## src/asr_pkg.sv

```systemverilog
package asr_pkg;
	localparam int ADDR_W = 17;
	localparam int DATA_W = 8;
	localparam int CLK_PERIOD_NS = 10;
	localparam int T_READ_ACCESS_NS = 10;
	localparam int T_OE_ACCESS_NS = 5;
	localparam int T_WE_HIGHZ_NS = 5;
	localparam int T_DATA_SETUP_NS = 5;
	localparam int T_WRITE_PULSE_NS = 7;
	localparam int T_CS_TO_END_NS = 7;
	localparam int T_ADDR_TO_END_NS = 7;
	localparam int T_CS_HIGHZ_NS = 5;
	localparam int T_ADDR_HOLD_NS = 4;
	// least times round up to whole cycles; read access alone gets one more cycle for pin skew and output sampling
	localparam int RD_CYC = (T_READ_ACCESS_NS + CLK_PERIOD_NS - 1) / CLK_PERIOD_NS + 1;
	localparam int WZ_CYC = (T_WE_HIGHZ_NS + CLK_PERIOD_NS - 1) / CLK_PERIOD_NS;
	localparam int WS_CYC = (T_DATA_SETUP_NS + CLK_PERIOD_NS - 1) / CLK_PERIOD_NS;
	localparam int WP_RAW = (T_WRITE_PULSE_NS + CLK_PERIOD_NS - 1) / CLK_PERIOD_NS;
	localparam int WP_CYC = (WP_RAW > WS_CYC) ? WP_RAW : WS_CYC;
	localparam int TA_CYC = (T_CS_HIGHZ_NS + CLK_PERIOD_NS - 1) / CLK_PERIOD_NS;
	localparam int CNT_W = 4;

	typedef enum logic [2:0] {
		ASR_IDLE,
		ASR_RD,
		ASR_WZ,
		ASR_WP,
		ASR_TA
	} asr_state_type;

	typedef struct packed {
		logic              we;
		logic [ADDR_W-1:0] addr;
		logic [DATA_W-1:0] wdata;
	} asr_req_type;

	typedef struct packed {
		logic              cs_n;
		logic              oe_n;
		logic              we_n;
		logic [ADDR_W-1:0] addr;
	} asr_pins_type;
endpackage : asr_pkg

```

## src/asr_sync.sv

```systemverilog
`timescale 1ns/1ns
module asr_sync (
	input  wire logic                      i_clk,
	input  wire logic                      i_rst_n,
	input  wire logic [asr_pkg::DATA_W-1:0] i_d,
	output logic      [asr_pkg::DATA_W-1:0] o_q
);
	logic [asr_pkg::DATA_W-1:0] s1_r;
	logic [asr_pkg::DATA_W-1:0] s2_r;

	// second stage is the only reader of the first
	always_ff @(posedge i_clk or negedge i_rst_n) begin
		if (!i_rst_n) begin
			s1_r <= 8'h00;
			s2_r <= 8'h00;
		end else begin
			s1_r <= i_d;
			s2_r <= s1_r;
		end
	end

	assign o_q = s2_r;
endmodule : asr_sync

```

## src/asr_ctrl.sv

```systemverilog
`timescale 1ns/1ns
// How it works
// write lands only while select and strobe low
// strobe held high through every read
// strobe with output enable low: turn-off plus setup
// output enable high: plain pulse width suffices
// no bus drive while memory outputs active
// select falls with strobe keeps memory quiet
// select held low through write interval
// address set before or with select falling
// address valid 7 ns before write end
// write data valid 5 ns before end
// read data valid 10 ns after select
// read data valid 5 ns after enable
// memory floats within 5 ns after deselect
// memory floats within 5 ns after strobe
// memory drives no earlier than 3 ns after write
// old read data held 4 ns after address change
// 131072 bytes, 17-bit address
// memory static, no clock or refresh
// select and enable low with strobe high reads
module asr_ctrl (
	input  wire logic                        I_CLK_SYS,
	input  wire logic                        I_RST_N,
	input  wire logic                        I_REQ_VALID,
	input  wire asr_pkg::asr_req_type        I_REQ,
	output logic                             O_REQ_READY,
	output logic                             O_RD_VALID,
	output logic      [asr_pkg::DATA_W-1:0]  O_RD_DATA,
	output logic                             O_MEM_CS_N,
	output logic                             O_MEM_OE_N,
	output logic                             O_MEM_WE_N,
	output logic      [asr_pkg::ADDR_W-1:0]  O_MEM_ADDR,
	input  wire logic [asr_pkg::DATA_W-1:0]  I_MEM_DQ,
	output logic      [asr_pkg::DATA_W-1:0]  O_MEM_DQ,
	output logic                             O_MEM_DQ_OE_N
);
	asr_pkg::asr_state_type                  state_r, state_nxt;
	asr_pkg::asr_pins_type                   pins_r, pins_nxt;
	logic [asr_pkg::CNT_W-1:0]               cnt_r, cnt_nxt;
	logic [asr_pkg::DATA_W-1:0]              wdata_r, wdata_nxt;
	logic                                    dq_oe_n_r, dq_oe_n_nxt;
	logic [asr_pkg::DATA_W-1:0]              rdata_r, rdata_nxt;
	logic                                    rvalid_r, rvalid_nxt;
	logic [asr_pkg::DATA_W-1:0]              dq_sync;
	logic                                    cnt_done;

	localparam logic [asr_pkg::CNT_W-1:0] RD_N = asr_pkg::CNT_W'(asr_pkg::RD_CYC + 2);
	localparam logic [asr_pkg::CNT_W-1:0] WZ_N = asr_pkg::CNT_W'(asr_pkg::WZ_CYC);
	localparam logic [asr_pkg::CNT_W-1:0] WP_N = asr_pkg::CNT_W'(asr_pkg::WP_CYC);
	localparam logic [asr_pkg::CNT_W-1:0] TA_N = asr_pkg::CNT_W'(asr_pkg::TA_CYC);

	// data pins come from outside the clock domain
	asr_sync u_sync (
		.i_clk   (I_CLK_SYS),
		.i_rst_n (I_RST_N),
		.i_d     (I_MEM_DQ),
		.o_q     (dq_sync)
	);

	// every phase except idle ends when its countdown has drained
	assign cnt_done = (cnt_r == '0);

	// sequencer: phase and its countdown
	always_comb begin
		state_nxt = state_r;
		cnt_nxt   = cnt_r;
		if (!cnt_done) begin
			cnt_nxt = cnt_r - 1'b1;
		end
		case (state_r)
			asr_pkg::ASR_IDLE: begin
				if (I_REQ_VALID) begin
					if (I_REQ.we) begin
						cnt_nxt   = WZ_N;
						state_nxt = asr_pkg::ASR_WZ;
					end else begin
						cnt_nxt   = RD_N;
						state_nxt = asr_pkg::ASR_RD;
					end
				end
			end
			asr_pkg::ASR_RD: begin
				// wait covers select and enable access plus the synchroniser
				if (cnt_done) begin
					cnt_nxt   = TA_N;
					state_nxt = asr_pkg::ASR_TA;
				end
			end
			asr_pkg::ASR_WZ: begin
				// bus left alone until memory outputs have floated
				if (cnt_done) begin
					cnt_nxt   = WP_N;
					state_nxt = asr_pkg::ASR_WP;
				end
			end
			asr_pkg::ASR_WP: begin
				if (cnt_done) begin
					cnt_nxt   = TA_N;
					state_nxt = asr_pkg::ASR_TA;
				end
			end
			asr_pkg::ASR_TA: begin
				// gap lets memory float before the next select
				if (cnt_done) begin
					state_nxt = asr_pkg::ASR_IDLE;
				end
			end
			default: begin
				state_nxt = asr_pkg::ASR_IDLE;
			end
		endcase
	end

	always_ff @(posedge I_CLK_SYS or negedge I_RST_N) begin
		if (!I_RST_N) begin
			state_r <= asr_pkg::ASR_IDLE;
			cnt_r   <= '0;
		end else begin
			state_r <= state_nxt;
			cnt_r   <= cnt_nxt;
		end
	end

	// pin drive: select, enable, strobe and address
	always_comb begin
		pins_nxt = pins_r;
		case (state_r)
			asr_pkg::ASR_IDLE: begin
				if (I_REQ_VALID) begin
					// address first, select in the same edge
					pins_nxt.addr = I_REQ.addr;
					pins_nxt.cs_n = 1'b0;
					if (I_REQ.we) begin
						// enable kept high so strobe never meets driven outputs
						pins_nxt.oe_n = 1'b1;
						pins_nxt.we_n = 1'b0;
					end else begin
						pins_nxt.oe_n = 1'b0;
						pins_nxt.we_n = 1'b1;
					end
				end
			end
			asr_pkg::ASR_RD: begin
				if (cnt_done) begin
					pins_nxt.cs_n = 1'b1;
					pins_nxt.oe_n = 1'b1;
				end
			end
			asr_pkg::ASR_WP: begin
				// address and select stand for the full pulse
				if (cnt_done) begin
					pins_nxt.we_n = 1'b1;
					pins_nxt.cs_n = 1'b1;
				end
			end
			default: begin
				pins_nxt = pins_r;
			end
		endcase
	end

	always_ff @(posedge I_CLK_SYS or negedge I_RST_N) begin
		if (!I_RST_N) begin
			pins_r <= '{cs_n: 1'b1, oe_n: 1'b1, we_n: 1'b1, addr: 17'h0_0000};
		end else begin
			pins_r <= pins_nxt;
		end
	end

	// bus drive: write byte and its enable
	always_comb begin
		wdata_nxt   = wdata_r;
		dq_oe_n_nxt = dq_oe_n_r;
		case (state_r)
			asr_pkg::ASR_IDLE: begin
				if (I_REQ_VALID && I_REQ.we) begin
					wdata_nxt = I_REQ.wdata;
				end
			end
			asr_pkg::ASR_WZ: begin
				// byte stands from here to the end of the pulse
				if (cnt_done) begin
					dq_oe_n_nxt = 1'b0;
				end
			end
			asr_pkg::ASR_TA: begin
				// data held one edge past write end
				dq_oe_n_nxt = 1'b1;
			end
			default: begin
				dq_oe_n_nxt = dq_oe_n_r;
			end
		endcase
	end

	always_ff @(posedge I_CLK_SYS or negedge I_RST_N) begin
		if (!I_RST_N) begin
			wdata_r   <= 8'h00;
			dq_oe_n_r <= 1'b1;
		end else begin
			wdata_r   <= wdata_nxt;
			dq_oe_n_r <= dq_oe_n_nxt;
		end
	end

	// read capture: byte and its one-cycle strobe
	always_comb begin
		rdata_nxt  = rdata_r;
		rvalid_nxt = 1'b0;
		// sampled only after the fixed wait; the bus is not trusted earlier
		if ((state_r == asr_pkg::ASR_RD) && cnt_done) begin
			rdata_nxt  = dq_sync;
			rvalid_nxt = 1'b1;
		end
	end

	always_ff @(posedge I_CLK_SYS or negedge I_RST_N) begin
		if (!I_RST_N) begin
			rdata_r  <= 8'h00;
			rvalid_r <= 1'b0;
		end else begin
			rdata_r  <= rdata_nxt;
			rvalid_r <= rvalid_nxt;
		end
	end

	// memory holds contents statically, so no idle refresh cycles
	assign O_REQ_READY   = (state_r == asr_pkg::ASR_IDLE);
	assign O_RD_VALID    = rvalid_r;
	assign O_RD_DATA     = rdata_r;
	assign O_MEM_CS_N    = pins_r.cs_n;
	assign O_MEM_OE_N    = pins_r.oe_n;
	assign O_MEM_WE_N    = pins_r.we_n;
	assign O_MEM_ADDR    = pins_r.addr;
	assign O_MEM_DQ      = wdata_r;
	assign O_MEM_DQ_OE_N = dq_oe_n_r;
endmodule : asr_ctrl

```

## config.mk

```make
export PLATFORM = sky130hd
export DESIGN_NAME = asr_ctrl
export DESIGN_NICKNAME = d
export VERILOG_FILES = /design/src/asr_pkg.sv /design/src/asr_sync.sv /design/src/asr_ctrl.sv
export SDC_FILE = /design/constraint.sdc
export NUM_CORES = 1
export LEC_CHECK = 0
export ABC_AREA = 1
export BUFFER_PORTS_ARGS = -buffer_cell sky130_fd_sc_hd__buf_2
export CAP_MARGIN = 20
export CORE_UTILIZATION = 40
export DETAILED_ROUTE_END_ITERATION = 10
export PLACE_DENSITY = 0.7
export REMOVE_ABC_BUFFERS = 1
export SYNTH_ARGS = -nofsm -noshare
export SYNTH_HDL_FRONTEND = slang
export SYNTH_SLANG_ARGS = --single-unit
```

## constraint.sdc

```tcl
create_clock -name I_CLK_SYS -period 1.8 [get_ports I_CLK_SYS]
set_clock_uncertainty 0.15 [all_clocks]
set_input_delay 0.18 -clock I_CLK_SYS [delete_from_list [all_inputs] [get_ports I_CLK_SYS]]
set_output_delay 0.18 -clock I_CLK_SYS [all_outputs]
set_load 0.05 [all_outputs]
```

# Yosys cells after proc, flatten, opt, wreduce, memory -nomap -nowiden
# Index checks and enable logic that the tools add are counted.
[op_classes] addsub=1 eq_ne=10 n_mux=21 n_reduce_logical=17
[ops] operator="2-to-1 mux 20 bit" n=1
[ops] operator="2-to-1 mux 3 bit" n=5
[ops] operator="2-to-1 mux 4 bit" n=3
[ops] operator="one-hot mux 3 bit (4 select lines)" n=1
[ops] operator="inequality test 2 bit, second input constant" n=5
[ops] operator="one-hot mux 4 bit (2 select lines)" n=1
[ops] operator="AND reduction 4 bit" n=2
[ops] operator="== test 3 x 2 -> 1 bit, second input constant" n=2
[ops] operator="2-to-1 mux 2 bit" n=3
[ops] operator="one-hot mux 1 bit (2 select lines)" n=3
[ops] operator="AND reduction 2 bit" n=3
[ops] operator="AND reduction 3 bit" n=2
[ops] operator="nonzero test 2 bit" n=3
[ops] operator="logical NOT 4 bit" n=1
[ops] operator="subtractor 4 x 1 -> 4 bit, second input constant" n=1
[ops] operator="== test 3 x 1 -> 1 bit, second input constant" n=1
[ops] operator="== test 3 bit, second input constant" n=1
[ops] operator="logical NOT 3 bit" n=1
[ops] operator="2-to-1 mux 1 bit" n=3
[ops] operator="one-hot mux 1 bit (3 select lines)" n=1
[ops] operator="nonzero test 3 bit" n=1
[ops] operator="OR reduction 3 bit" n=1
[ops] operator="logical AND 1 bit" n=2
[ops] operator="inequality test 2 x 1 -> 1 bit, second input constant" n=1
[ops] operator="OR reduction 2 bit" n=1
[word_totals] regBits=61 inputBits=37

# Longest topological paths before layout
# Gate-level depths: netlist of the first run.
[depth] word_depth=4 depth_mapped=8 mapped_depth_nobuf=8

# Cells and area by module
# Synthesis of the first run repeated with hierarchy kept, for this count alone.
[unflattened] hier_cells=241 area_unflattened_um2=2399.8
[modules_own_cells] module="asr_ctrl" n_inst=1 cells_per_inst=225 area_each_um2=1999.4 seq_area_each_um2=1131.1
[modules_own_cells] module="asr_sync" n_inst=1 cells_per_inst=16 area_each_um2=400.4 seq_area_each_um2=400.4

# Worst setup path after synthesis of the first run
# OpenSTA, ideal clock, no wires.
[synth_timing] path_kind="register to register" start="register cnt_r[0] (netlist bit)" end="register cnt_r[0] (netlist bit)" setup_ns=0.068 arrival_ns=1.308 slack_ns=0.274 path_stages_with_launch=7 n_path_buf=0 cell_sequence="dfrtp_1 inv_1 ha_1 nand3_1 ha_1 or2_2 nand3_1"
[synth_via] elab_chain_len=4 word_cells_on_any_way=6
[synth_lines] element="start: declaration" line="asr_ctrl.sv:40" rtl="logic [asr_pkg::CNT_W-1:0] cnt_r, cnt_nxt;"
[synth_lines] element="start signal: assignment" line="asr_ctrl.sv:121" rtl="cnt_r <= cnt_nxt;"
[synth_lines] element="subtractor 4 x 1 -> 4 bit / logical NOT 4 bit (equally long branches)" line="asr_ctrl.sv:69, asr_ctrl.sv:62"
[synth_lines] element="2-to-1 mux 4 bit" line="asr_ctrl.sv:68" rtl="if (!cnt_done) begin"
[synth_lines] element="2-to-1 mux 4 bit, on equally long branches"
[synth_lines] element="one-hot mux 4 bit (2 select lines) *" line="asr_ctrl.sv:71" rtl="case (state_r)"
[synth_lines] element="net cnt_nxt, one bit" line="asr_ctrl.sv:40"
# The timed path passes the listed nets; every way through them passes the cells marked *.
# A chain may end at the register's enable or synchronous reset.

# Worst setup path after layout of the first run
[layout_timing] start="register state_r[1]" end="output O_REQ_READY"
[layout_via] elab_chain_len=1
[layout_lines] element="start: declaration" line="asr_ctrl.sv:38" rtl="asr_pkg::asr_state_type state_r, state_nxt;"
[layout_lines] element="start signal: assignment" line="asr_ctrl.sv:117" rtl="state_r <= asr_pkg::ASR_IDLE;"
[layout_lines] element="start signal: assignment" line="asr_ctrl.sv:120" rtl="state_r <= state_nxt;"
[layout_lines] element="logical NOT 3 bit" line="asr_ctrl.sv:229" rtl="assign O_REQ_READY = (state_r == asr_pkg::ASR_IDLE);"
[layout_lines] element="end: declaration" line="asr_ctrl.sv:27" rtl="output logic O_REQ_READY,"
# Every way passes these cells.

==> impl_metrics.py, run 1 <==
metrics = {
    "timing": {
        "finalMaxSlewViolations": 0,
        "max_slew_margin_pct": 71.7,
        "fin_ws_ps": 108,
        "hold_viol": 0,
        "fin_hold_ws_ps": 93.3,
        "worst_pin_slew_ps": 425,
        "clock.fmax_ghz": 0.591,
        "finalCritPeriodShare_pct": 94.0,
        "rsz0062_at_grt": "false",
        "setup_viol": 0,
        "finalSetupTns_ps": 0,
        "fin_crit_ps": 1690,
    },
    "yosys": {
        "ys_seq_elements": 61,
        "synthCells": 241,
        "synth_largest_area_cell": "dfrtp_1",
        "synth_area_um2": 2330,
        "ys_warn_count": 0,
        "synth_flop_cell": "dfrtp_1",
        "ys_seq_area_share_pct": 65.6,
        "synth_area_leaders": "dfrtp_1 61%, nand2_1 16%, nand3_1 6.0%",
        "synth_cell_types": 22,
        "async_flop_share_pct": 100,
        "avgSynthCellArea_um2": 9.68,
        "yosysTopAreaCellShare_pct": 61.1,
        "synthTopCellsByCount": "102 x nand2_1, 57 x dfrtp_1, 28 x nand3_1, 14 x nor2_1, 7 x inv_1",
        "synth_edf_count": 0,
        "synth.most_common_cell": "nand2_1",
    },
    "setup_path": {
        "crit_required_ps": 1470,
        "r2r-start": "cnt_r[0]",
        "r2r-end": "O_RD_DATA[6]",
        "ff2ff_setup_slack_ps": 180,
        "r2r_cells": 8,
        "crit_type": "flip-flop to output port",
        "start_kind": "flip-flop",
        "crit_path_max_fanout": 8,
        "crit_start": "state_r[1]",
        "worstPathArrival_ps": 1360,
        "critPathCaptureType": "output port",
    },
    "clock_network": {
        "tritoncts": "built",
        "path_clk_slew_ps": 70,
        "cts_made_buffers": 9,
        "root_buffer": "clkbuf_8",
        "cts_setup_buffers": 0,
        "clock_latency_ps": 330,
        "htreeDepth": 3,
        "cts_sinks": 61,
        "clockBufferDepth": 2,
    },
    "hold_path": {
        "hold_class": "primary input to flip-flop",
        "worstHoldStart": "I_REQ[25]",
        "hold_depth": 6,
        "min_to": "state_r[0]",
    },
    "drt": {
        "drt-total-wl_um": 5150,
        "ant_nets": 0,
        "dr.pass1.iters": 4,
        "via_per_inst": 4.49,
        "num_vias": 1972,
        "initialDrtViolationCount": 75,
        "drc": 0,
        "routedWlPerCell_um": 11.7,
    },
    "layout": {
        "syn2layout_area_growth_pct": 43.3,
        "multi_input_area_um2": 718,
        "num_antenna_cells": 0,
        "regArea_um2": 1530,
        "nets": 401,
        "final_util_pct": 60.0,
        "layout-drive-gt1-share_pct": 31.1,
        "fillers": 516,
    },
    "floorplan": {
        "start_util_pct": 41.9,
        "pin_count": 76,
        "die_w_um": 78.4,
        "core_area_um2": 5570,
        "die_y_um": 78.4,
        "fp.dieArea_um2": 6140,
        "rows": 27,
    },
    "pwr": {
        "power.switching_uw": 3310,
        "clockPowerShare_pct": 16.8,
        "power_leakage_uw": 0.00184,
        "p_int_uw": 3260,
        "p_comb_share_pct": 50.2,
        "p_seq_share_pct": 33.0,
        "switching_share_pct": 50.4,
        "pwr_density_cell_nw_per_um2": 1970,
        "peakVddDrop_uv": 1160,
    },
    "place": {
        "place_ws_ps": 178,
        "dpl.hpwl_um": 3320,
        "io_buffers": 75,
        "place.gp.congestion": 0.795,
    },
    "status": {
        "status": "completed",
    },
    "grt": {
        "grt_pass1_vias": 1987,
        "grt_max_degree": 24,
        "gr-total-overflow": 0,
        "antenna_found_initial": 0,
        "grt_first_pass_wirelength_um": 9060,
        "grt_usage_pct": 19.8,
    },
    "flow_run": {
        "drv_cap": 0,
    },
}
sequential cells by signal (all words and copies together) (netlist names):
register       cells
O_MEM_ADDR        17
O_MEM_DQ           8
O_RD_DATA          8
u_sync.o_q         8
u_sync.s1_r        8
cnt_r              4
state_r            3
O_MEM_CS_N         1
O_MEM_DQ_OE_N      1
O_MEM_OE_N         1
O_MEM_WE_N         1
O_RD_VALID         1
layout by cell type, fill, tap and decap left out:
cell type	n
dfrtp_1	57
clkbuf_4	1
nand2_4	2
nand4_1	1
nor2_1	14
dfstp_2	4
ha_1	2
nand3_1	28
o21ai_0	4
inv_2	4
buf_4	7
or2_2	1
nor2_2	1
nand2_1	102
o21ai_1	1
clkinv_4	3
inv_4	1
a21oi_1	2
dlygate4sd3_1	34
inv_1	7
nand2_2	2
clkbuf_8	10
clkinvlp_4	3
nor2_8	1
buf_2	74
xor2_1	1
power by group through the flow:
stage | clock [uW] | combinational [uW] | sequential (uW)
after global routing | 1210 | 3610 | 2240
after CTS | 1140 | 3320 | 2170
after global placement | 0 | 3210 | 2180
after detailed placement | 0 | 3250 | 2190
after floorplan | 0 | 1110 | 3510
final | 1100 | 3300 | 2170
per-stage QoR:
step | total power [uW] | instance area, um^2 | cells
final | 6580 | 3340 | 439
after global routing | 7060 | 3340 | 439
after CTS | 6630 | 3340 | 439
after global placement | 5390 | 2820 | 389
after floorplan | 4620 | 2300 | 235
after detailed placement | 5450 | 2820 | 389
routing by layer:
layer | wire, um | global-route usage (%) | vias up
met5 | 0 | 0 | -
met4 | 135 | 12.8 | 0
met3 | 192 | 5.00 | 12
met2 | 2620 | 31.6 | 51
met1 | 2200 | 24.0 | 914
li1 | - | - | 995
worst max-delay path, stage by stage (launching register included):
cell      delay, ps
dfrtp_1         480
inv_2           100
nand2_2          90
nor2_8          120
clkbuf_4        240
cell type report:
type                    count  area share, %
clock inverters             6           1.46
multi-input cells         162           21.5
inverters                  12           1.42
flip-flops and latches     61           45.8
clock buffers              10           4.12
well taps                  72           2.69
repair buffers            116           23.0
kinds of logic (layout without fill, tap and decap cells):
family          count (synthesis)  count (layout)  synth area share (%)
compound gates                  7               7                  1.50
xor+xnor                        1               1                 0.375
fa+ha+maj                       2               2                  1.07
buf+inv                        18             144                  3.59
flops                          61              61                  65.6
simple gates                  152             152                  27.8
worst max path at each step:
stage | endpoint | slack [ps] | depth (start not counted)
2_1_floorplan | O_MEM_DQ[0] | 190 | 6
3_3_place_gp | O_RD_DATA[0] | 240 | 8
3_5_place_dp | O_RD_DATA[7] | 180 | 8
4_1_cts | O_REQ_READY | 60 | 4
5_1_grt | O_RD_DATA[7] | 7 | 8
6_report | O_REQ_READY | 110 | 4
timing repair:
item,in CTS,in global routing
endpoints found under the hold margin,49,0
endpoints found under the setup margin,0,1
hold buffers,34,0
gates resized for setup,0,1
(Power assumes the default switching activity.)
==> run 2, diff against run 1 <==
Settings changed: SYNTH_HIERARCHICAL set to 1.
==> impl_metrics.py, run 2 <==
metrics = {
    "yosys": {
        "synth_cell_types": 25,
        "synth_largest_area_cell": "dfrtp_1",
        "async_flop_share_pct": 100,
        "avgSynthCellArea_um2": 9.96,
        "ys_seq_area_share_pct": 63.8,
        "ys_warn_count": 6,
        "synthCells": 241,
        "synth_area_leaders": "dfrtp_1 59%, nand2_1 19%, dfstp_2 4.4%",
        "synthTopCellsByCount": "120 x nand2_1, 57 x dfrtp_1, 9 x inv_1, 9 x nand3_1, 9 x nor2_1",
        "synth_flop_cell": "dfrtp_1",
        "synth.most_common_cell": "nand2_1",
        "ys_seq_elements": 61,
        "synth_edf_count": 0,
        "yosysTopAreaCellShare_pct": 59.4,
        "synth_area_um2": 2400,
    },
    "setup_path": {
        "start_kind": "flip-flop",
        "crit_type": "flip-flop to output port",
        "crit_path_max_fanout": 8,
        "cp_top_family": "flip-flops",
        "r2r_cells": 8,
        "crit_required_ps": 1470,
        "path_depth": 4,
        "cpPeakStageDelay_ps": 500,
        "critPathBufInv": 2,
        "critPathCaptureType": "output port",
        "worstPathArrival_ps": 1370,
        "crit_path_cell_trace": "inv_1 -> nand2_1 -> nor2_2 -> buf_4",
        "critical-path-slowest-cell": "dfrtp_2",
    },
    "flow_run": {
        "drv_cap": 0,
    },
    "timing": {
        "setup_viol": 0,
        "rsz0062_at_grt": "false",
        "hold_viol": 0,
        "fin_ws_ps": 104,
        "fin_hold_ws_ps": 80.8,
        "worst_pin_slew_ps": 378,
        "finalMaxSlewViolations": 0,
        "fin_crit_ps": 1700,
        "finalCritPeriodShare_pct": 94.2,
        "max_slew_margin_pct": 74.5,
        "clock.fmax_ghz": 0.590,
    },
    "floorplan": {
        "rows": 27,
        "die_w_um": 79.5,
        "fp.dieArea_um2": 6310,
        "start_util_pct": 42.5,
        "die_y_um": 79.5,
        "pin_count": 76,
        "core_area_um2": 5640,
    },
    "clock_network": {
        "htreeDepth": 3,
        "clockBufferDepth": 2,
        "cts_made_buffers": 9,
        "cts_sinks": 61,
        "path_clk_slew_ps": 70,
        "clock_latency_ps": 320,
        "root_buffer": "clkbuf_8",
        "tritoncts": "built",
    },
    "hold_path": {
        "hold_depth": 4,
        "hold_class": "primary input to flip-flop",
    },
    "layout": {
        "fillers": 456,
        "layout_commonest_cell": "nand2_1",
        "final_cell_area_um2": 3420,
        "regArea_um2": 1530,
        "layout-drive-gt1-share_pct": 31.6,
        "nets": 398,
        "multi_input_area_um2": 767,
        "final_cell_mix": "120 x nand2_1, 74 x buf_2, 56 x dfrtp_1, 34 x dlygate4sd3_1, 11 x clkbuf_8",
        "largest_reg_flops": 17,
        "num_antenna_cells": 0,
        "final_cells": 436,
        "syn2layout_area_growth_pct": 42.7,
    },
    "place": {
        "place_ws_ps": 112,
        "placed_cells": 386,
        "io_buffers": 75,
        "placed_area_um2": 2850,
        "dpl.hpwl_um": 3300,
        "place.gp.congestion": 0.861,
    },
    "pwr": {
        "p_total_uw": 6950,
        "pwr_density_cell_nw_per_um2": 2030,
        "peakVddDrop_uv": 1170,
        "power_leakage_uw": 0.00187,
    },
    "status": {
        "status": "completed",
    },
    "drt": {
        "via_per_inst": 4.46,
        "initialDrtViolationCount": 126,
        "drc": 0,
        "routedWlPerCell_um": 12.0,
        "ant_nets": 0,
        "dr.pass1.iters": 5,
        "drt-total-wl_um": 5250,
        "num_vias": 1945,
    },
    "grt": {
        "antenna_found_initial": 0,
        "grt_first_pass_wirelength_um": 8840,
        "grt_usage_pct": 18.9,
        "grt_max_degree": 62,
        "grt_pass1_vias": 1990,
        "gr-total-overflow": 0,
    },
}
run 2: cell types whose count changed after synthesis, sizes merged, moves of 2 or more:
cell    change
clkinv      +2
nand2      +19
nand3      -19
a21oi       +3
nor2        -2
run 2: layout make-up:
cell class / count / share of cell area (%)
clock inverter: 3 / 1.97
sequential: 61 / 44.8
timing repair buffer: 111 / 21.8
clock buffer: 13 / 4.64
inverter: 13 / 1.83
tap: 72 / 2.63
multi-input combinational: 163 / 22.4
run 2: logic make-up (layout without fill, tap and decap cells):
family	after synthesis	after routing	synth area share, %
compound gates	11	11	2.87
buf+inv	17	140	4.33
fa+ha+maj	2	2	1.04
simple gates	150	150	27.9
flops	61	61	63.8
run 2: worst min-delay path: stages:
cell and delay (ps):
buf_2 150, nand2_8 100, clkinv_8 80, nor2_1 50
run 2: path summary, 6_finish.rpt:
| path | startpoint | endpoint | slack (ps) |
|---|---|---|---|
| max | state_r[1] | O_REQ_READY | 100 |
| min | I_REQ[25] | O_MEM_WE_N | 80 |
| max reg2reg | cnt_r[0] | cnt_r[0] | 160 |
| min reg2reg | u_sync/s1_r[1] | u_sync/o_q[1] | 200 |
| max in group asynchronous | I_RST_N | O_MEM_DQ_OE_N | 950 |
| min in group asynchronous | I_RST_N | u_sync/s1_r[4] | 250 |
run 2: stage by stage:
stage	util, %	setup TNS, ps
after floorplan	-	-279
after global placement	50.5	0
after detailed placement	50.5	0
after CTS	60.6	0
after global routing	60.7	0
final	60.7	0
run 2: power breakdown:
part	total [uW]	internal (uW)	switching, uW
logic	3380	856	2520
clock network	1360	857	502
registers	2210	1890	321
total	6950	3600	3350
run 2: routing by layer:
layer | track usage, % | vias up | wire length [um]
li1 | - | 980 | -
met1 | 21.5 | 904 | 2210
met2 | 33.0 | 50 | 2730
met3 | 4.57 | 11 | 183
met4 | 9.27 | 0 | 125
met5 | 0 | - | 0
run 2: timing repair:
item	4_1_cts	5_1_grt
gates resized for setup	1	2
cloned	0	0
setup buffers	0	0
hold buffers	34	0
endpoints found under the hold margin	94	0
setup endpoints to repair	1	2
==> run 3, diff against run 2 <==
Settings changed: REMOVE_ABC_BUFFERS 1 to not set.
==> impl_metrics.py, run 3 (synthesis gave the netlist of run 2 again) <==
metrics = {
    "setup_path": {
        "r2r-end": "cnt_r[0]",
        "cpPeakStageDelay_ps": 490,
        "start_kind": "flip-flop",
        "cp_top_family": "flip-flops",
        "crit_type": "flip-flop to output port",
        "critPathCaptureType": "output port",
        "r2r_cells": 8,
        "critical-path-slowest-cell": "dfrtp_2",
        "r2r-start": "cnt_r[0]",
        "ff2ff_setup_slack_ps": 160,
        "worstPathArrival_ps": 1350,
        "crit_path_max_fanout": 8,
        "crit_required_ps": 1470,
        "critPathBufInv": 2,
        "crit_path_cell_trace": "inv_1 -> nand2_1 -> nor2_2 -> buf_4",
    },
    "pwr": {
        "pwr_density_cell_nw_per_um2": 2010,
        "peakVddDrop_uv": 937,
        "power_leakage_uw": 0.00187,
    },
    "flow_run": {
        "drv_cap": 0,
    },
    "floorplan": {
        "start_util_pct": 42.5,
        "die_w_um": 79.5,
        "pin_count": 76,
        "core_area_um2": 5640,
        "die_y_um": 79.5,
        "fp.dieArea_um2": 6310,
        "rows": 27,
    },
    "timing": {
        "setup_viol": 0,
        "finalCritPeriodShare_pct": 93.3,
        "finalMaxSlewViolations": 0,
        "worst_pin_slew_ps": 536,
        "hold_viol": 0,
        "fin_crit_ps": 1680,
        "finalSetupTns_ps": 0,
        "max_slew_margin_pct": 64.3,
        "clock.fmax_ghz": 0.596,
        "rsz0062_at_grt": "false",
    },
    "status": {
        "status": "completed",
    },
    "drt": {
        "drc": 0,
        "initialDrtViolationCount": 87,
        "routedWlPerCell_um": 11.6,
        "dr.pass1.iters": 4,
        "num_vias": 1928,
        "drt-total-wl_um": 5060,
        "via_per_inst": 4.42,
        "ant_nets": 0,
    },
    "layout": {
        "num_antenna_cells": 0,
        "final_cell_area_um2": 3420,
        "syn2layout_area_growth_pct": 42.5,
        "final_cell_mix": "120 x nand2_1, 74 x buf_2, 56 x dfrtp_1, 34 x dlygate4sd3_1, 10 x clkbuf_8",
        "multi_input_area_um2": 767,
        "layout-drive-gt1-share_pct": 31.9,
        "fillers": 479,
        "nets": 399,
        "layout_commonest_cell": "nand2_1",
        "largest_reg_flops": 17,
        "regArea_um2": 1530,
    },
    "clock_network": {
        "clock_latency_ps": 320,
        "cts_sinks": 61,
        "cts_setup_buffers": 0,
        "path_clk_slew_ps": 70,
        "clockBufferDepth": 2,
        "root_buffer": "clkbuf_8",
        "cts_made_buffers": 9,
        "tritoncts": "built",
        "htreeDepth": 3,
    },
    "hold_path": {
        "hold_depth": 4,
        "worstHoldStart": "I_REQ[25]",
        "hold_class": "primary input to flip-flop",
        "min_to": "O_MEM_WE_N",
    },
    "place": {
        "placed_area_um2": 2860,
        "place.gp.congestion": 0.810,
        "io_buffers": 75,
        "dpl.hpwl_um": 3400,
    },
    "yosys": {
        "syn-num-nets": 280,
    },
    "grt": {
        "grt_first_pass_wirelength_um": 8270,
        "grt_usage_pct": 17.4,
        "grt_max_degree": 28,
        "grt_pass1_vias": 1848,
        "gr-total-overflow": 0,
        "antenna_found_initial": 0,
    },
}
-- run 3: changes by cell type in the layout (fill, tap and decap cells not counted) --
| cell | previous run | this run |
|---|---|---|
| clkbuf_1 | 2 | 1 |
| buf_4 | 2 | 3 |
| clkinv_2 | 1 | 2 |
| clkbuf_8 | 11 | 10 |
-- run 3: tightest hold or removal path: stages --
cell,delay (ps)
buf_2,170
nand2_8,110
clkinv_8,80
nor2_1,50
-- run 3: metrics by stage --
| step | hold WS [ps] | utilization (%) | cells | power, uW | setup WS (ps) |
|---|---|---|---|---|---|
| 2_1_floorplan | -266 | - | 241 | 4810 | 57.6 |
| 3_3_place_gp | 53.9 | 50.7 | 387 | 5460 | 189 |
| 3_5_place_dp | 41.2 | 50.7 | 387 | 5520 | 137 |
| 4_1_cts | 95.5 | 60.5 | 436 | 6910 | 13.8 |
| 5_1_grt | 119 | 60.6 | 436 | 7300 | 21.9 |
| 6_report | 120 | 60.6 | 436 | 6860 | 121 |
-- run 3: how the worst max path moves through the flow --
stage | start | to | slack [ps] | cells after the start
5_1_grt | state_r[1] | O_REQ_READY | 20 | 4
3_5_place_dp | cnt_r[0] | cnt_r[0] | 140 | 8
2_1_floorplan | state_r[1] | O_MEM_ADDR[10] | 60 | 8
6_report | state_r[1] | O_REQ_READY | 120 | 4
4_1_cts | state_r[1] | O_REQ_READY | 10 | 4
3_3_place_gp | cnt_r[0] | cnt_r[0] | 190 | 8
-- run 3: per-layer routing --
metal,vias up,wire length (um),part of all wire [%],global-route usage [%]
li1,980,-,-,-
met1,880,2300,46,22.1
met2,64,2490,49,28.3
met3,4,229,4.5,3.54
met4,0,43,0.85,8.73
met5,-,0,0,0
-- run 3: layout make-up --
class / count / area share (%)
Timing Repair Buffer: 112 / 22.0
Multi-Input combinational cell: 163 / 22.4
Clock inverter: 4 / 2.12
Sequential cell: 61 / 44.8
Clock buffer: 11 / 4.13
Tap cell: 72 / 2.63
Inverter: 13 / 1.83
-- run 3: repair_timing --
item | 4_1_cts | 5_1_grt
endpoints found under the setup margin | 1 | 3
hold buffers | 34 | 0
pin swaps | 0 | 0
resized for setup | 1 | 2
hold endpoints to repair | 50 | 0
-- run 3: power by group --
group          internal (uW)  switching (uW)
clock                    808             487
sequential              1890             312
combinational            857            2510
total                   3560            3310
